<file path="src/plc_pkg.sv">
/*
  Constants, field layout and carrier types for the partition label control
  register bank. Assumes a 64-bit system-register move port and a label path
  that consumes one label per cycle.
*/
`default_nettype none
package plc_pkg;

  // ----------------------------------------------------------------------
  // System register encodings
  // ----------------------------------------------------------------------
  localparam logic [1:0]  TOP_OP0     = 2'h3;
  localparam logic [2:0]  TOP_OP1     = 3'h6;
  localparam logic [3:0]  TOP_CRN     = 4'ha;
  localparam logic [3:0]  TOP_CRM     = 4'h5;
  localparam logic [2:0]  TOP_OP2     = 3'h0;
  localparam logic [1:0]  HYP_OP0     = 2'h3;
  localparam logic [2:0]  HYP_OP1     = 3'h4;
  localparam logic [3:0]  HYP_CRN     = 4'ha;
  localparam logic [3:0]  HYP_CRM     = 4'h4;
  localparam logic [2:0]  HYP_OP2     = 3'h0;

  // ----------------------------------------------------------------------
  // Field positions
  // ----------------------------------------------------------------------
  localparam int GLOBAL_LABEL_ENABLE_BIT   = 63;
  localparam int LOWER_LEVEL_TRAP_BIT      = 62;
  localparam int SECURE_DEFAULT_BIT        = 61;
  localparam int FORCE_NONSECURE_BIT       = 60;
  localparam int ALT_SPACE_HIER_ENABLE_BIT = 57;
  localparam int ALT_SPACE_HIER_FORCE_BIT  = 56;
  localparam int TOP_LEVEL_ALT_SPACE_BIT   = 55;
  localparam int ROOT_ALT_SPACE_BIT        = 52;
  localparam int ID_REGISTER_TRAP_BIT      = 31;
  localparam int GUEST_APP_LOCK_BIT        = 8;
  localparam int LEVEL1_MAP_ENABLE_BIT     = 1;
  localparam int LEVEL0_MAP_ENABLE_BIT     = 0;
  localparam logic [63:0] LABEL_FIELD_MASK = 64'h0000_ffff_ffff_ffff;

  // ----------------------------------------------------------------------
  // Reset values
  // ----------------------------------------------------------------------
  localparam logic [63:0] TOP_RESET       = 64'h4000_0000_0000_0000;
  localparam logic [63:0] HYP_RESET_NOEL3 = 64'h0000_0000_8000_0000;
  localparam logic [63:0] HYP_RESET_EL3   = 64'h0000_0000_0000_0000;
  localparam logic [15:0] DEFAULT_PARTID  = 16'h0000;
  localparam logic [7:0]  DEFAULT_PMG     = 8'h00;

  // ----------------------------------------------------------------------
  // Types
  // ----------------------------------------------------------------------
  typedef enum logic [1:0] {SEC_SECURE, SEC_NONSECURE, SEC_ROOT, SEC_REALM} plc_sec_e;

  typedef struct packed {
    logic [1:0] op0;
    logic [2:0] op1;
    logic [3:0] crn;
    logic [3:0] crm;
    logic [2:0] op2;
  } plc_enc_s;

  typedef struct packed {
    logic [7:0]  data_monitor_group;
    logic [7:0]  instr_monitor_group;
    logic [15:0] data_partition_id;
    logic [15:0] instr_partition_id;
  } plc_label_s;

  typedef struct packed {
    plc_label_s label;
    logic       alt_space;
    logic       nonsecure;
    logic       map_enable;
  } plc_out_s;

  typedef struct packed {
    logic        undefined;
    logic        trap_el3;
    logic        trap_el2;
    logic [63:0] rdata;
  } plc_resp_s;

endpackage : plc_pkg
`default_nettype wire

</file>
<file path="src/plc_regs.sv">
/*
  Partition label control register bank: the top-level label register and
  the hypervisor partition control register, plus the label selection that
  they steer. Assumes the pipeline presents one system-register move per
  request pulse and supplies the lower-level label registers and the
  current level, security state and hypervisor controls on the same clock.
*/
`timescale 1ns/1ps
`default_nettype none

module plc_regs #(
  parameter bit HAS_EL3              = 1'b1,
  parameter bit VIRT_CAPABILITY      = 1'b1,
  parameter bit SECURE_DEFAULT_OVERRIDE_CAPABILITY    = 1'b1,
  parameter bit FORCE_NONSECURE_LABEL_CAPABILITY  = 1'b1,
  parameter bit FORCE_NONSECURE_LABEL_READS_ONE   = 1'b0,
  parameter bit ALT_SPACE_CAPABILITY = 1'b1
) (
  input  wire logic                sys_clk,
  input  wire logic                reset,
  input  wire logic                req_valid,
  input  wire logic                req_write,
  input  wire plc_pkg::plc_enc_s   req_enc,
  input  wire logic [63:0]         req_wdata,
  input  wire logic [1:0]          cur_el,
  input  wire plc_pkg::plc_sec_e   cur_sec,
  input  wire logic                el2_enabled,
  input  wire logic                hcr_nv,
  input  wire logic                hcr_e2h,
  input  wire logic                trap_general_exceptions,
  input  wire logic                fetch_not_data,
  input  wire plc_pkg::plc_label_s level0_label,
  input  wire plc_pkg::plc_label_s level1_label,
  input  wire plc_pkg::plc_label_s level2_label,
  input  wire logic                level2_alt_space,
  output logic                     resp_valid,
  output plc_pkg::plc_resp_s       resp,
  output logic                     lower_level_trap,
  output logic                     id_register_trap,
  output plc_pkg::plc_out_s        label_out
);
  import plc_pkg::*;

  // ----------------------------------------------------------------------
  // Storage
  // ----------------------------------------------------------------------
  logic [63:0] top_r;
  logic [63:0] top_nxt;
  logic [63:0] hyp_r;
  logic [63:0] hyp_nxt;
  logic        resp_valid_r;
  plc_resp_s   resp_r;
  plc_resp_s   resp_nxt;
  plc_out_s    label_r;
  plc_out_s    label_nxt;

  // ----------------------------------------------------------------------
  // Writable masks and read-back forcing
  // ----------------------------------------------------------------------
  // Reserved and absent-capability bits never store, so they read zero
  logic [63:0] top_wmask;
  logic [63:0] top_force_one;
  logic [63:0] hyp_wmask;
  logic [63:0] hyp_reset_val;

  always_comb begin
    top_wmask = LABEL_FIELD_MASK;
    top_wmask[GLOBAL_LABEL_ENABLE_BIT]   = 1'b1;
    top_wmask[LOWER_LEVEL_TRAP_BIT]      = 1'b1;
    top_wmask[SECURE_DEFAULT_BIT]        = SECURE_DEFAULT_OVERRIDE_CAPABILITY;
    top_wmask[FORCE_NONSECURE_BIT]       = FORCE_NONSECURE_LABEL_CAPABILITY & ~FORCE_NONSECURE_LABEL_READS_ONE;
    top_wmask[ALT_SPACE_HIER_ENABLE_BIT] = ALT_SPACE_CAPABILITY;
    top_wmask[ALT_SPACE_HIER_FORCE_BIT]  = ALT_SPACE_CAPABILITY;
    top_wmask[TOP_LEVEL_ALT_SPACE_BIT]   = ALT_SPACE_CAPABILITY;
    top_wmask[ROOT_ALT_SPACE_BIT]        = ALT_SPACE_CAPABILITY;
  end

  always_comb begin
    top_force_one = 64'h0000_0000_0000_0000;
    top_force_one[FORCE_NONSECURE_BIT] = FORCE_NONSECURE_LABEL_CAPABILITY & FORCE_NONSECURE_LABEL_READS_ONE;
  end

  always_comb begin
    hyp_wmask = 64'h0000_0000_0000_0000;
    hyp_wmask[ID_REGISTER_TRAP_BIT]  = VIRT_CAPABILITY;
    hyp_wmask[GUEST_APP_LOCK_BIT]    = VIRT_CAPABILITY;
    hyp_wmask[LEVEL1_MAP_ENABLE_BIT] = VIRT_CAPABILITY;
    hyp_wmask[LEVEL0_MAP_ENABLE_BIT] = VIRT_CAPABILITY;
  end

  // Without level 3 the ID trap comes up set; otherwise zero for determinism
  assign hyp_reset_val = (HAS_EL3 ? HYP_RESET_EL3 : HYP_RESET_NOEL3) & hyp_wmask;

  // ----------------------------------------------------------------------
  // Field views
  // ----------------------------------------------------------------------
  // Top register fields, with the read-one override already applied
  logic [63:0] top_view;
  logic        global_label_enable;
  logic        trap_lower_bit;
  logic        secure_default;
  logic        force_nonsecure;
  logic        alt_space_hier_en;
  logic        alt_space_hier_frc;
  logic        top_level_alt_space;
  logic        root_alt_space_sel;

  assign top_view            = top_r | top_force_one;
  assign global_label_enable = top_view[GLOBAL_LABEL_ENABLE_BIT];
  assign trap_lower_bit      = top_view[LOWER_LEVEL_TRAP_BIT];
  assign secure_default      = top_view[SECURE_DEFAULT_BIT];
  assign force_nonsecure     = top_view[FORCE_NONSECURE_BIT];
  assign alt_space_hier_en   = top_view[ALT_SPACE_HIER_ENABLE_BIT];
  assign alt_space_hier_frc  = top_view[ALT_SPACE_HIER_FORCE_BIT];
  assign top_level_alt_space = top_view[TOP_LEVEL_ALT_SPACE_BIT];
  assign root_alt_space_sel  = top_view[ROOT_ALT_SPACE_BIT];

  // Hypervisor register fields
  logic        id_trap_bit;
  logic        guest_app_lock;
  logic        level1_map_enable;
  logic        level0_map_enable;

  assign id_trap_bit         = hyp_r[ID_REGISTER_TRAP_BIT];
  assign guest_app_lock      = hyp_r[GUEST_APP_LOCK_BIT];
  assign level1_map_enable   = hyp_r[LEVEL1_MAP_ENABLE_BIT];
  assign level0_map_enable   = hyp_r[LEVEL0_MAP_ENABLE_BIT];

  plc_label_s top_label;
  assign top_label = plc_label_s'(top_view[47:0]);

  // Hypervisor controls only count where level 2 is live in this state
  wire hyp_active = VIRT_CAPABILITY & el2_enabled;

  // ----------------------------------------------------------------------
  // Access decode
  // ----------------------------------------------------------------------
  wire hit_top = (req_enc.op0 == TOP_OP0) && (req_enc.op1 == TOP_OP1) &&
                 (req_enc.crn == TOP_CRN) && (req_enc.crm == TOP_CRM) &&
                 (req_enc.op2 == TOP_OP2);
  wire hit_hyp = (req_enc.op0 == HYP_OP0) && (req_enc.op1 == HYP_OP1) &&
                 (req_enc.crn == HYP_CRN) && (req_enc.crm == HYP_CRM) &&
                 (req_enc.op2 == HYP_OP2);
  wire at_el3  = (cur_el == 2'h3);
  wire at_el2  = (cur_el == 2'h2);
  wire at_el1  = (cur_el == 2'h1);
  wire at_el0  = (cur_el == 2'h0);

  // Lower-level trap only bites when a level 3 exists to take it
  wire el3_trap_live = HAS_EL3 & trap_lower_bit;

  // Top register: level 3 only
  wire top_undef = hit_top & ~at_el3;
  wire top_ok    = hit_top & at_el3;

  // ----------------------------------------------------------------------
  // Hypervisor register access
  // ----------------------------------------------------------------------
  // Level 1 reaches it only via nested trapping; never a direct grant
  wire hyp_undef = hit_hyp & (~VIRT_CAPABILITY | at_el0 |
                              (at_el1 & ~(el2_enabled & hcr_nv)));
  wire hyp_el1_nested = hit_hyp & VIRT_CAPABILITY & at_el1 & el2_enabled & hcr_nv;
  wire hyp_el2_trap3  = hit_hyp & VIRT_CAPABILITY & at_el2 & el3_trap_live;
  wire hyp_trap_el3   = hyp_el2_trap3 | (hyp_el1_nested & el3_trap_live);
  wire hyp_trap_el2   = hyp_el1_nested & ~el3_trap_live;
  wire hyp_ok         = hit_hyp & VIRT_CAPABILITY & (at_el3 | (at_el2 & ~hyp_el2_trap3));

  wire claimed = req_valid & (hit_top | hit_hyp);
  wire top_wr  = req_valid & req_write & top_ok;
  wire hyp_wr  = req_valid & req_write & hyp_ok;

  // ----------------------------------------------------------------------
  // Register update
  // ----------------------------------------------------------------------
  // Only a granted write lands; refused and trapped writes leave state alone
  assign top_nxt = top_wr ? (req_wdata & top_wmask) : top_r;
  assign hyp_nxt = hyp_wr ? (req_wdata & hyp_wmask) : hyp_r;

  always_ff @(posedge sys_clk) begin
    if (reset) begin
      top_r <= TOP_RESET;
      hyp_r <= hyp_reset_val;
    end else begin
      top_r <= top_nxt;
      hyp_r <= hyp_nxt;
    end
  end

  // ----------------------------------------------------------------------
  // Access response
  // ----------------------------------------------------------------------
  // Read data only for a granted read; refused accesses return zero
  wire top_rd = ~req_write & top_ok;
  wire hyp_rd = ~req_write & hyp_ok;

  always_comb begin
    resp_nxt           = '0;
    resp_nxt.undefined = top_undef | hyp_undef;
    resp_nxt.trap_el3  = hyp_trap_el3;
    resp_nxt.trap_el2  = hyp_trap_el2;
    if (top_rd) begin
      resp_nxt.rdata = top_view;
    end else if (hyp_rd) begin
      resp_nxt.rdata = hyp_r;
    end
  end

  always_ff @(posedge sys_clk) begin
    if (reset) begin
      resp_valid_r <= 1'b0;
      resp_r       <= '0;
    end else begin
      resp_valid_r <= claimed;
      resp_r       <= claimed ? resp_nxt : resp_r;
    end
  end

  assign resp_valid = resp_valid_r;
  assign resp       = resp_r;

  // ----------------------------------------------------------------------
  // Trap controls toward the lower-level register decoders
  // ----------------------------------------------------------------------
  wire id_trap_live = hyp_active & at_el1;

  assign lower_level_trap = el3_trap_live & ~at_el3;
  assign id_register_trap = id_trap_live & id_trap_bit;

  // ----------------------------------------------------------------------
  // Label source selection
  // ----------------------------------------------------------------------
  // Guest applications borrow the kernel's labels under the lock
  wire el0_uses_level1 = hyp_active & guest_app_lock & ~trap_general_exceptions;
  wire src_is_level1   = at_el1 | (at_el0 & el0_uses_level1);
  wire src_is_level0   = at_el0 & ~el0_uses_level1;

  plc_label_s sel_label;
  always_comb begin
    case (cur_el)
      2'h3:    sel_label = top_label;
      2'h2:    sel_label = level2_label;
      2'h1:    sel_label = level1_label;
      2'h0:    sel_label = el0_uses_level1 ? level1_label : level0_label;
      default: sel_label = level0_label;
    endcase
  end

  // ----------------------------------------------------------------------
  // Default label override
  // ----------------------------------------------------------------------
  // Zero labels when globally disabled or under the Secure default
  wire secure_state  = (cur_sec == SEC_SECURE);
  wire force_default = ~global_label_enable |
                       (SECURE_DEFAULT_OVERRIDE_CAPABILITY & secure_state & secure_default);

  plc_label_s default_label;
  assign default_label = '{data_monitor_group: DEFAULT_PMG, instr_monitor_group: DEFAULT_PMG,
                           data_partition_id: DEFAULT_PARTID, instr_partition_id: DEFAULT_PARTID};

  // ----------------------------------------------------------------------
  // Partition space and nonsecure label
  // ----------------------------------------------------------------------
  logic alt_space;
  always_comb begin
    if (!ALT_SPACE_CAPABILITY) begin
      alt_space = 1'b0;
    end else if (at_el3) begin
      alt_space = top_level_alt_space;
    end else if (alt_space_hier_en) begin
      alt_space = level2_alt_space;
    end else begin
      alt_space = alt_space_hier_frc;
    end
  end

  logic nonsecure;
  always_comb begin
    case (cur_sec)
      SEC_NONSECURE: nonsecure = 1'b1;
      SEC_SECURE:    nonsecure = FORCE_NONSECURE_LABEL_CAPABILITY & force_nonsecure;
      SEC_ROOT:      nonsecure = alt_space & root_alt_space_sel;
      SEC_REALM:     nonsecure = 1'b0;
      default:       nonsecure = 1'b0;
    endcase
  end

  // Mapping only applies to the level-0 and level-1 label sources
  wire level0_mapped = src_is_level0 & level0_map_enable &
                       ~(hcr_e2h & trap_general_exceptions);
  wire level1_mapped = src_is_level1 & level1_map_enable;
  wire map_enable    = hyp_active & ~force_default &
                       (level0_mapped | level1_mapped);

  // ----------------------------------------------------------------------
  // Label output
  // ----------------------------------------------------------------------
  // Space still follows the normal choice when the default label is used
  plc_label_s chosen_label;
  assign chosen_label = force_default ? default_label : sel_label;

  always_comb begin
    label_nxt            = '0;
    label_nxt.label      = chosen_label;
    label_nxt.alt_space  = alt_space;
    label_nxt.nonsecure  = nonsecure;
    label_nxt.map_enable = map_enable;
  end

  // Recomputed every cycle from live state; nothing is held across a write
  always_ff @(posedge sys_clk) begin
    if (reset) begin
      label_r <= '0;
    end else begin
      label_r <= label_nxt;
    end
  end

  assign label_out = label_r;

  // Fetch versus data picks fields downstream; kept as a hint only
  wire unused_fetch = fetch_not_data;

endmodule : plc_regs
`default_nettype wire

</file>
<file path="config.mk">
export PLATFORM = sky130hd
export DESIGN_NAME = plc_regs
export DESIGN_NICKNAME = d
export VERILOG_FILES = /design/src/plc_pkg.sv /design/src/plc_regs.sv
export SDC_FILE = /design/constraint.sdc
export NUM_CORES = 1
export LEC_CHECK = 0
export ABC_AREA = 1
export ABC_CLOCK_PERIOD_IN_PS = 3250
export BUFFER_PORTS_ARGS = -buffer_cell sky130_fd_sc_hd__buf_2
export CAP_MARGIN = 20
export CELL_PAD_IN_SITES_DETAIL_PLACEMENT = 1
export CELL_PAD_IN_SITES_GLOBAL_PLACEMENT = 1
export CORE_ASPECT_RATIO = 0.9
export CORE_UTILIZATION = 34
export DETAILED_ROUTE_END_ITERATION = 7
export GPL_ROUTABILITY_DRIVEN = 0
export PLACE_DENSITY_LB_ADDON = 0.1
export SYNTH_ARGS = -nofsm -noshare
export SYNTH_HDL_FRONTEND = slang
export SYNTH_SLANG_ARGS = --single-unit
</file>
<file path="constraint.sdc">
create_clock -name sys_clk -period 3.25 [get_ports sys_clk]
set_input_delay 0.4875 -clock sys_clk [delete_from_list [all_inputs] [get_ports sys_clk]]
set_output_delay 0.4875 -clock sys_clk [all_outputs]
set_load 0.02 [all_outputs]
</file>
; Yosys cells after proc, flatten, opt, wreduce, memory -nomap -nowiden
; Index checks and enable logic that the tools add are counted.
[totals]
reg_bits = 179
word_cells = 98
[classes]
n_eq_ne = 12
n_mux = 7
bitwise_logic = 53
n_reduce_logical = 12
[ops]
columns = op, count
row1 = 48-bit case mux with 4 select lines, 1
row2 = 64-bit 2-to-1 mux, 1
row3 = 48-bit 2-to-1 mux, 1
row4 = 1-bit bitwise AND, 35
row5 = 32-bit 2-to-1 mux, 1
row6 = "2-bit equality test, second input constant", 5
row7 = 1-bit inverter, 10
row8 = "4-bit by 3-bit equality test with 1-bit output, second input constant", 2
row9 = 1-bit logical AND, 8
row10 = 1-bit bitwise OR, 8
row11 = "3-bit equality test, second input constant", 2
row12 = "2-bit by 1-bit equality test with 1-bit output, second input constant", 2
row13 = "4-bit equality test, second input constant", 1
row14 = 2-bit zero test, 2
row15 = 1-bit case mux with 4 select lines, 1
row16 = 3-bit zero test, 1
row17 = 1-bit 2-to-1 mux, 2
row18 = 2-bit OR reduction, 1

; Logic depth before layout (Yosys ltp)
; Gate-level depths: netlist (run 1).
[logic_depth]
ltp_word = 14
depth_mapped = 13
mapped_depth_nobuf = 12

; Worst setup path before layout (run 1)
; Ideal clock, no wire load.
[synth_timing]
kind = in2out
from = in cur_el[1]
to = out id_register_trap
arrival_ns = 1.541
setup_slack_ns = 1.222
path_stages = 3
path_buffers = 2
cell_sequence = buf_2 -> clkbuf_1 -> nor4_1
[synth_between]
elab_chain_len = 3
[synth_lines]
columns = element, line
row1 = "start, declared", plc_regs.sv:25  ; input wire logic [1:0] cur_el,
row2 = 2-bit by 1-bit equality test with 1-bit output, plc_regs.sv:146  ; wire at_el1 = (cur_el == 2'h1);
row3 = 1-bit bitwise AND, plc_regs.sv:224  ; wire id_trap_live = hyp_active & at_el1;
row4 = 1-bit bitwise AND, plc_regs.sv:227  ; assign id_register_trap = id_trap_live & id_trap_bit;
row5 = "end, declared", plc_regs.sv:39  ; output logic id_register_trap,
; No other way between the ends.

; Worst setup path after layout (run 1)
[layout_timing]
from = in req_enc[3] in the netlist's numbering
to = reg resp_r, in the netlist resp[42]
[layout_between]
elab_chain_len = 6
[layout_lines]
columns = element, line
row1 = "start, declared", plc_regs.sv:23  ; input wire plc_pkg::plc_enc_s req_enc,
row2 = 4-bit by 3-bit equality test with 1-bit output, plc_regs.sv:139  ; (req_enc.crn == TOP_CRN) && (req_enc.crm == TOP_CRM) &&
row3 = 1-bit logical AND (2 in a row), plc_regs.sv:139
row4 = 1-bit bitwise AND, plc_regs.sv:154  ; wire top_ok = hit_top & at_el3;
row5 = 1-bit bitwise AND, plc_regs.sv:193  ; wire top_rd = ~req_write & top_ok;
row6 = 64-bit 2-to-1 mux, plc_regs.sv:201  ; if (top_rd) begin
row7 = "end signal, assigned", plc_regs.sv:214  ; resp_r <= claimed ? resp_nxt : resp_r;
row8 = "end, declared", plc_regs.sv:52  ; plc_resp_s resp_r;
; Several ways; a longest one is shown, not always the timed one.
; A chain may end at the register's enable or synchronous reset.

==> out/summary.log, run 1 <==
qor: power_and_ir_drop.power.density_cell_area 466.8 nW/um^2
qor: route.drt-pass1-iter-count 4
qor: clock_tree.worst_skew_pair.late_latency 0.43 ns
qor: synthesis.ys_dominant_reg_cell sky130_fd_sc_hd__dfxtp_1
qor: floorplan.row_count 50
qor: clock_tree.cts_post_setup_buffers_inserted 0
qor: place.dp.final_hpwl 19.97 mm
qor: setup_path.worstPathArrival 2.29 ns
qor: floorplan.die_area 22040 um^2
qor: synthesis.ys_types 29
qor: clock_tree.cts.htree.levels 4
qor: clock_tree.clock_path_buffers 2
qor: global_route.pin_count_of_the_biggest_net_entering_global_routing 64
qor: global_route.first_global_vias 7946
qor: route.drc 0
qor: floorplan.die-width 156.4 um
qor: synthesis.post_synth_instance_area 7294 um^2
qor: floorplan.start_util 34.91%
qor: synthesis.netlist_instances 1012
qor: clock_tree.clk_pin_slew 0.06 ns
qor: setup_path.timing_worst_setup_path_type primary input to register
qor: min_path.holdCritPathClass primary input to register
qor: clock_tree.clkSinkCount 171
qor: timing.hold_viol 0
qor: power_and_ir_drop.power.total 4.543 mW
qor: route.detail_route.wirelength 28.90 mm
qor: setup_path.timing.critical_path.max_delay_family buffers and inverters
qor: global_route.grt_overflow_total 0
qor: synthesis.synth.yosys.seq_area_share 46.93%
qor: timing.timing.max_slew.rel_slack 47.18%
qor: clock_tree.hold_buffers 0
qor: clock_tree.cts_tree done
qor: timing.timing.final.crit_share 59.82%
qor: route.route.vias.total 7894
qor: timing.post-route-min-period 1.944 ns
qor: setup_path.critPathLaunchType primary input
qor: synthesis.postSynthRegisterBits 171
qor: route.antenna_violating_nets_post_route 0
qor: synthesis.synthesis.yosys.warnings 0
qor: floorplan.die_h 141.0 um
qor: setup_path.path_buf_inv 3
qor: timing.worst_slew_pin_slew 0.7912 ns
qor: power_and_ir_drop.cellLeakagePower 4.567 nW
qor: setup_path.worst_path_largest_cell_delay 0.57 ns
qor: layout.areaGrowthSynthToFinish 33.43%
qor: route.wl_per_cell 17.86 um
qor: timing.max_freq 0.5144 GHz
qor: timing.slew_viol_final 0
qor: setup_path.crit_path_max_fanout 40
qor: setup_path.worst_setup_path_end_kind register
qor: timing.timing.final.setup_violations 0
qor: clock_tree.post_cts_resize_count 0
qor: timing.worst_clock_skew 0.009967 ns
qor: route.dr.first_iter.drc_count 358
qor: floorplan.design.core.area 20900 um^2
qor: global_route.grt_first_pass_wirelength 43.72 mm
qor: run_status.outcome complete, no violations
qor: setup_path.sequence_of_cells_on_the_critical_path buf_2 > and3_1 > o21ai_2 > nor2_4 > inv_2 > buf_4 > nand2_1 > a21oi_1
qor: clock_tree.clock_tree.root_cell sky130_fd_sc_hd__clkbuf_16
qor: layout.layout-drive-gt1-share 30.29%
qor: global_route.initial_antenna_violation_count 8
qor: synthesis.syn_avg_cell_area 7.208 um^2
qor: run.drv_cap 0
qor: setup_path.worst_path_max_delay_cell sky130_fd_sc_hd__inv_2
qor: timing.fin_setup_tns 0 ns
qor: floorplan.pin_count 359
qor: synthesis.synth_edf_count 0
qor: place.portbufs 341
qor: power_and_ir_drop.max-vdd-ir-drop 0.2579 mV
qor: route.viasPerCell 4.879
qor: synthesis.ys_async_sr_fraction 0%
qor: global_route.overall_global_routing_usage 26.27%
qor: clock_tree.cts-buffers-inserted 17
qor: layout.nets_final 1550
qor: timing.grt_setup_unrepaired false
qor: setup_path.crit_required 3.60 ns
-- cell usage after synthesis, drive strengths merged, types with 2 or more instances --
cell | instances | area [um^2]
nand2 | 197 | 742.0
dfxtp | 171 | 3423
o21ai | 127 | 639.4
inv | 113 | 424.2
nand3 | 113 | 565.5
a21oi | 111 | 555.5
nor2 | 51 | 206.5
clkbuf | 47 | 176.4
buf | 35 | 229.0
a31oi | 17 | 106.4
o211ai | 13 | 97.59
nor3b | 4 | 50.05
nand4 | 3 | 18.77
nor3 | 2 | 10.01
-- power by group --
part | leakage (nW) | internal, mW | switching (mW)
Clock | 0.275 | 1.23 | 0.866
Sequential | 1.38 | 2.10 | 0.000318
Combinational | 2.92 | 0.144 | 0.203
-- worst paths after layout --
check,start,end,slack [ns],depth (start not counted)
min reg2reg,resp[5],resp[5],0.46,2
max reg2reg,hyp_r[8],label_out[18],1.49,9
min,req_wdata[62],top_r[62],0.31,3
max,req_enc[3],resp[42],1.31,8
-- metrics by stage --
step / instances / util, % / worst slack [ns] / area (um^2) / hold slack, ns
after floorplan: 1019 / - / 1.222 / 7321 / 0.4303
after global placement: 1579 / 43.64 / 0.8387 / 9119 / 0.4478
after detailed placement: 1579 / 43.64 / 0.8302 / 9119 / 0.4535
after CTS: 1610 / 46.49 / 1.283 / 9713 / 0.2864
after global routing: 1613 / 46.52 / 1.149 / 9721 / 0.3058
final: 1618 / 46.58 / 1.306 / 9733 / 0.3052
-- cell usage in the layout (no fill, tap or decap), drive strengths merged, types with 2 or more instances in the layout --
master / n
buf: 356
nand2: 197
dfxtp: 171
o21ai: 127
inv: 114
nand3: 113
a21oi: 111
nor2: 51
clkbuf: 22
a31oi: 17
o211ai: 13
diode: 8
conb: 8
nor3b: 4
clkinvlp: 4
nand4: 3
bufinv: 3
nor3: 2
clkinv: 2
-- kinds of logic (layout without fill, tap and decap cells) --
logic type	Yosys count	in the layout	share of synthesized area, %
buffers and inverters	196	501	11.42
other	1	16	0.05141
AO/OA/AOI/OAI	271	271	19.49
flip-flops	171	171	46.93
AND/OR/NAND/NOR	373	373	22.11
-- worst min-delay path: cells and delay by family --
family | cells | cell delay, ns
compound gates | 2 | 0.12
buf+inv | 1 | 0.09
-- state kept, by name, summed over array words and instances (netlist names) --
register    cells
top_r          56
resp           59
resp_valid      1
label_out      51
hyp_r           4
-- layout make-up --
cell class,instances,area (um^2)
Antenna cell,8,20.02
Multi-Input combinational cell,652,3090
Clock buffer,22,454.2
Clock inverter,9,140.1
Inverter,114,427.9
Sequential cell,171,3423
Tap cell,286,357.8
Timing Repair Buffer,356,1819
Fill cell,2790,11160
-- per-layer routing --
metal / vias up / part of all wire [%] / track usage [%]
met2: 240 / 48 / 45.16
met5: - / 0.059 / 0
met4: 2 / 2.2 / 9.856
li1: 3909 / - / -
met1: 3707 / 43 / 31.29
met3: 36 / 6.5 / 6.855
No activity file was read; power rests on OpenSTA's default activity.
==> inputs of run 2 (changes only) <==
--- a/config.mk
+++ b/config.mk
@@ -6,13 +6,13 @@
 export NUM_CORES = 1
 export LEC_CHECK = 0
 export ABC_AREA = 1
-export ABC_CLOCK_PERIOD_IN_PS = 3250
+export ABC_CLOCK_PERIOD_IN_PS = 1600
 export BUFFER_PORTS_ARGS = -buffer_cell sky130_fd_sc_hd__buf_2
 export CAP_MARGIN = 20
 export CELL_PAD_IN_SITES_DETAIL_PLACEMENT = 1
 export CELL_PAD_IN_SITES_GLOBAL_PLACEMENT = 1
 export CORE_ASPECT_RATIO = 0.9
-export CORE_UTILIZATION = 34
+export CORE_UTILIZATION = 28
 export DETAILED_ROUTE_END_ITERATION = 7
 export GPL_ROUTABILITY_DRIVEN = 0
 export PLACE_DENSITY_LB_ADDON = 0.1
==> constraint.sdc (replaced) <==
create_clock -name sys_clk -period 1.6 [get_ports sys_clk]
set_input_delay 0.24 -clock sys_clk [delete_from_list [all_inputs] [get_ports sys_clk]]
set_output_delay 0.24 -clock sys_clk [all_outputs]
set_load 0.02 [all_outputs]
==> out/summary.log, run 2 (same netlist as run 1, synthesis figures left out) <==
qor: timing.fin_setup_tns 0 ns
qor: layout.nets_final 1578
qor: layout.layout.cells.most_common_list 340 x sky130_fd_sc_hd__buf_2, 196 x sky130_fd_sc_hd__nand2_1, 171 x sky130_fd_sc_hd__dfxtp_1, 126 x sky130_fd_sc_hd__o21ai_0, 113 x sky130_fd_sc_hd__nand3_1
qor: clock_tree.cts_tree done
qor: route.detail_route.wirelength 29.54 mm
qor: timing.slew_viol_final 0
qor: clock_tree.clk_pin_slew 0.07 ns
qor: clock_tree.cts-buffers-inserted 17
qor: floorplan.pin_count 359
qor: place.dp.final_hpwl 21.85 mm
qor: clock_tree.worst_skew_pair.late_latency 0.44 ns
qor: place.portbufs 341
qor: power_and_ir_drop.power.density_cell_area 923.3 nW/um^2
qor: power_and_ir_drop.cellLeakagePower 4.785 nW
qor: floorplan.die-width 172.1 um
qor: layout.layout-drive-gt1-share 32.15%
qor: route.dr.first_iter.drc_count 346
qor: route.drc 0
qor: setup_path.worst_setup_path_end_kind output port
qor: floorplan.row_count 55
qor: route.wl_per_cell 17.40 um
qor: layout.largest_register_ffs 59
qor: route.route.vias.total 7843
qor: clock_tree.cts.htree.levels 4
qor: min_path.holdCritPathClass primary input to register
qor: floorplan.die_area 26700 um^2
qor: clock_tree.clock_path_buffers 2
qor: floorplan.die_h 155.1 um
qor: run.drv_cap 0
qor: timing.hold_viol 0
qor: route.antenna_violating_nets_post_route 0
qor: power_and_ir_drop.max-vdd-ir-drop 0.6071 mV
qor: layout.layout.cells.most_common sky130_fd_sc_hd__buf_2
qor: global_route.pin_count_of_the_biggest_net_entering_global_routing 83
qor: timing.timing.final.crit_share 92.92%
qor: timing.max_freq 0.6726 GHz
qor: setup_path.timing_worst_setup_path_type register to output port
qor: setup_path.crit_path_max_fanout 3
qor: timing.grt_setup_unrepaired false
qor: clock_tree.clock_tree.root_cell sky130_fd_sc_hd__clkbuf_16
qor: layout.fillCellCount 3256
qor: layout.reg_area 3423 um^2
qor: place.dp_worst_setup_slack -0.1752 ns
qor: global_route.grt_first_pass_wirelength 44.77 mm
qor: floorplan.start_util 28.73%
qor: floorplan.design.core.area 25390 um^2
qor: setup_path.worstPathArrival 1.25 ns
qor: setup_path.critPathLaunchType register
qor: global_route.initial_antenna_violation_count 5
qor: timing.worst_clock_skew 0.01629 ns
qor: power_and_ir_drop.power.total 9.402 mW
qor: clock_tree.clkSinkCount 171
qor: global_route.first_global_vias 7891
qor: timing.postLayoutSetupSlackWorst 0.1132 ns
qor: run_status.outcome complete, no violations
qor: route.drt-pass1-iter-count 4
qor: global_route.overall_global_routing_usage 22.30%
qor: timing.timing.final.setup_violations 0
qor: global_route.grt_overflow_total 0
qor: route.viasPerCell 4.619
qor: timing.post-route-min-period 1.487 ns
qor: layout.areaGrowthSynthToFinish 39.59%
qor: setup_path.crit_required 1.36 ns
qor: layout.multi_input_comb_area 3097 um^2
qor: timing.hold_slack 0.06204 ns
-- run 2: changes by cell type in the layout (fill, tap and decap cells not counted), sizes merged, moves of 3 or more --
cell / previous run / this run
buf: 356 / 383
inv: 114 / 122
clkbuf: 22 / 17
diode: 8 / 3
clkinvlp: 4 / 0
clkinv: 2 / 5
-- run 2: final timing paths --
check	cells past startpoint	to	slack, ns	start
min	3	label_out[25]	0.06	level1_label[22]
max reg2reg	9	label_out[27]	0.13	hyp_r[8]
min reg2reg	2	top_r[33]	0.46	top_r[33]
max	3	id_register_trap	0.11	hyp_r[31]
-- run 2: where the power goes --
group,internal (mW),switching (mW)
Combinational,0.342,0.414
Clock,2.40,1.99
Sequential,4.25,0.000685
Total,7.00,2.41
-- run 2: cell type report --
cell class | count | area share (%)
repair buffers | 384 | 21.33
flip-flops and latches | 171 | 33.62
clock inverters | 15 | 1.978
multi-input cells | 652 | 30.41
inverters | 114 | 4.202
well taps | 342 | 4.202
diodes | 3 | 0.07373
clock buffers | 17 | 4.178
-- run 2: metal layers --
layer  vias up  GRT usage (%)  share of wire [%]
li1       3955              -                  -
met1      3647          27.47                 44
met2       209          37.81                 48
met5         -              0              0.081
met3        28          6.131                6.6
met4         4          6.237                1.4
-- run 2: worst max-delay path, cell delays in order (launching register included) --
cell and delay, ns:
sky130_fd_sc_hd__dfxtp_1 0.32, sky130_fd_sc_hd__inv_1 0.07, sky130_fd_sc_hd__nor4_2 0.24, sky130_fd_sc_hd__buf_4 0.19
-- run 2: what timing repair did --
item                       4_1_cts  5_1_grt
gates resized for setup          0        2
setup endpoints to repair        0        1
hold endpoints to repair         1        0
hold buffers                     1        0
buffers inserted                 0        0
-- run 2: through the flow --
stage / instances / instance area [um^2] / utilization [%]
floorplan: 1019 / 7321 / -
global placement: 1662 / 9529 / 37.53
detailed placement: 1662 / 9529 / 37.53
CTS: 1695 / 10170 / 40.03
global route: 1695 / 10170 / 40.07
finish: 1698 / 10180 / 40.10
==> inputs of run 3 (changes only) <==
--- a/config.mk
+++ b/config.mk
@@ -7,13 +7,13 @@
 export LEC_CHECK = 0
 export ABC_AREA = 1
 export ABC_CLOCK_PERIOD_IN_PS = 1600
-export BUFFER_PORTS_ARGS = -buffer_cell sky130_fd_sc_hd__buf_2
 export CAP_MARGIN = 20
 export CELL_PAD_IN_SITES_DETAIL_PLACEMENT = 1
 export CELL_PAD_IN_SITES_GLOBAL_PLACEMENT = 1
 export CORE_ASPECT_RATIO = 0.9
-export CORE_UTILIZATION = 28
+export CORE_UTILIZATION = 39
 export DETAILED_ROUTE_END_ITERATION = 7
+export DONT_BUFFER_PORTS = 1
 export GPL_ROUTABILITY_DRIVEN = 0
 export PLACE_DENSITY_LB_ADDON = 0.1
 export SYNTH_ARGS = -nofsm -noshare
==> out/summary.log, run 3 (same netlist as run 1, synthesis figures left out) <==
qor: route.dr.first_iter.drc_count 421
qor: route.wl_per_cell 20.88 um
qor: timing.max_freq 0.6600 GHz
qor: min_path.hold_path.startpoint req_wdata[21]
qor: setup_path.worstPathArrival 1.28 ns
qor: layout.final_core_utilization 49.00%
qor: route.detail_route.wirelength 27.43 mm
qor: power_and_ir_drop.sequentialPowerShare 47.1%
qor: timing.timing.max_slew.rel_slack 50.37%
qor: run_status.outcome complete, no violations
qor: clock_tree.clkSinkCount 171
qor: clock_tree.clock_path_buffers 2
qor: layout.layout.cells.most_common sky130_fd_sc_hd__nand2_1
qor: power_and_ir_drop.max-vdd-ir-drop 0.6938 mV
qor: timing.post-route-min-period 1.515 ns
qor: layout.largest_register_ffs 59
qor: floorplan.pin_count 359
qor: global_route.pin_count_of_the_biggest_net_entering_global_routing 112
qor: run.drv_cap 0
qor: layout.layout.cells.most_common_list 195 x sky130_fd_sc_hd__nand2_1, 171 x sky130_fd_sc_hd__dfxtp_1, 124 x sky130_fd_sc_hd__o21ai_0, 113 x sky130_fd_sc_hd__nand3_1, 110 x sky130_fd_sc_hd__a21oi_1
qor: setup_path.crit-reg2reg-launch hyp_r[8]
qor: setup_path.timing_worst_setup_path_type register to output port
qor: route.antenna_violating_nets_post_route 0
qor: global_route.grt_overflow_total 0
qor: setup_path.setup.worst_path.end id_register_trap
qor: route.drc 0
qor: power_and_ir_drop.switching_share 25.48%
qor: layout.areaGrowthSynthToFinish 23.24%
qor: layout.reg_area 3423 um^2
qor: global_route.first_global_vias 7239
qor: floorplan.die-width 146.2 um
qor: global_route.overall_global_routing_usage 27.83%
qor: layout.fillCellCount 2273
qor: floorplan.design.core.area 18350 um^2
qor: power_and_ir_drop.internal_power_summed_over_all_cells 6.731 mW
qor: clock_tree.clock_tree.root_cell sky130_fd_sc_hd__clkbuf_16
qor: timing.worst_clock_skew 0.01347 ns
qor: setup_path.regToRegSetupSlack 0.16 ns
qor: layout.multi_input_comb_area 3104 um^2
qor: power_and_ir_drop.power_frac_comb 6.7%
qor: setup_path.r2r-end label_out[11]
qor: setup_path.worst_setup_path_end_kind output port
qor: floorplan.start_util 39.76%
qor: clock_tree.worst_skew_pair.late_latency 0.44 ns
qor: setup_path.worst_r2r_path_depth 8
qor: min_path.holdCritPathClass primary input to register
qor: setup_path.crit_required 1.36 ns
qor: layout.layout-drive-gt1-share 8.052%
qor: timing.hold_viol 0
qor: timing.timing.final.setup_violations 0
qor: power_and_ir_drop.power.density_cell_area 1005 nW/um^2
qor: route.route.vias.total 7162
qor: power_and_ir_drop.power_frac_clock 46.2%
qor: clock_tree.clk_pin_slew 0.07 ns
qor: route.viasPerCell 5.451
qor: clock_tree.cts_tree done
qor: global_route.grt_first_pass_wirelength 41.10 mm
qor: setup_path.crit_path_max_fanout 3
qor: setup_path.setup.worst_path.start hyp_r[31]
qor: power_and_ir_drop.net_sw_power 2.302 mW
qor: timing.slew_viol_final 0
qor: power_and_ir_drop.power.total 9.033 mW
qor: clock_tree.cts-buffers-inserted 17
qor: clock_tree.cts.htree.levels 4
qor: global_route.initial_antenna_violation_count 1
qor: floorplan.row_count 47
qor: place.dp.final_hpwl 17.32 mm
qor: timing.worst_slew_pin_slew 0.7419 ns
qor: timing.timing.final.crit_share 94.70%
qor: timing.grt_setup_unrepaired true
qor: floorplan.die_area 19260 um^2
qor: place.portbufs 0
qor: timing.hold_slack 0.005268 ns
qor: layout.nets_final 1293
qor: route.drt-pass1-iter-count 4
qor: power_and_ir_drop.cellLeakagePower 3.498 nW
qor: floorplan.die_h 131.7 um
qor: setup_path.critPathLaunchType register
==> run 3: layer usage <==
layer	up-vias	share of wire, %	track usage [%]	routed length (um)
li1	3391	-	-	-
met1	3452	42	33.22	11520
met2	275	48	46.77	13200
met3	44	7.5	9.170	2055
met4	0	2.4	9.722	656
met5	-	0	0	0
==> run 3: worst min path at each step <==
stage	endpoint	slack, ns	cells after the start
3_3_place_gp	resp[18]	0.32	1
5_1_grt	top_r[46]	0.01	2
2_1_floorplan	top_r[62]	0.37	2
6_report	top_r[21]	0.005	2
4_1_cts	resp[63]	0.001	3
3_5_place_dp	resp[21]	0.32	1
==> run 3: final cells by class <==
type | instances | share of cell area (%)
Antenna cell | 1 | 0.02784
Timing Repair Buffer | 99 | 12.75
Clock inverter | 15 | 1.712
Sequential cell | 171 | 38.08
Inverter | 114 | 4.760
Clock buffer | 17 | 4.732
Tap cell | 245 | 3.410
Multi-Input combinational cell | 652 | 34.53
==> run 3: repair_timing <==
| item | CTS | global route |
|---|---|---|
| endpoints found under the hold margin | 108 | 0 |
| buffers inserted | 0 | 2 |
| hold buffers | 68 | 0 |
| resized for setup | 0 | 6 |
| endpoints found under the setup margin | 0 | 10 |
==> run 3: power groups by stage <==
| stage | clock network (mW) | registers, mW | logic [mW] |
|---|---|---|---|
| floorplan | 0 | 4.36 | 0.307 |
| global placement | 0 | 4.36 | 0.367 |
| detailed placement | 0 | 4.36 | 0.373 |
| CTS | 4.24 | 4.26 | 0.558 |
| global route | 4.40 | 4.26 | 0.656 |
| finish | 4.17 | 4.26 | 0.603 |
==> run 3: critical path, stage by stage (launching register included) <==
cell and delay, ns:
sky130_fd_sc_hd__dfxtp_1 0.31, sky130_fd_sc_hd__inv_1 0.06, sky130_fd_sc_hd__nor4_2 0.28, sky130_fd_sc_hd__buf_4 0.20
==> run 3: metrics by stage <==
stage                     setup WS (ns)  setup TNS, ns  cell area (um^2)  std cells
after floorplan                 0.06661              0              7321       1019
after global placement        -0.008083       -0.01055              7594       1208
after detailed placement       -0.04208        -0.7963              7594       1208
after CTS                       0.03207              0              8871       1308
after global routing           -0.02229       -0.02229              8990       1314
final                           0.08476              0              8990       1314
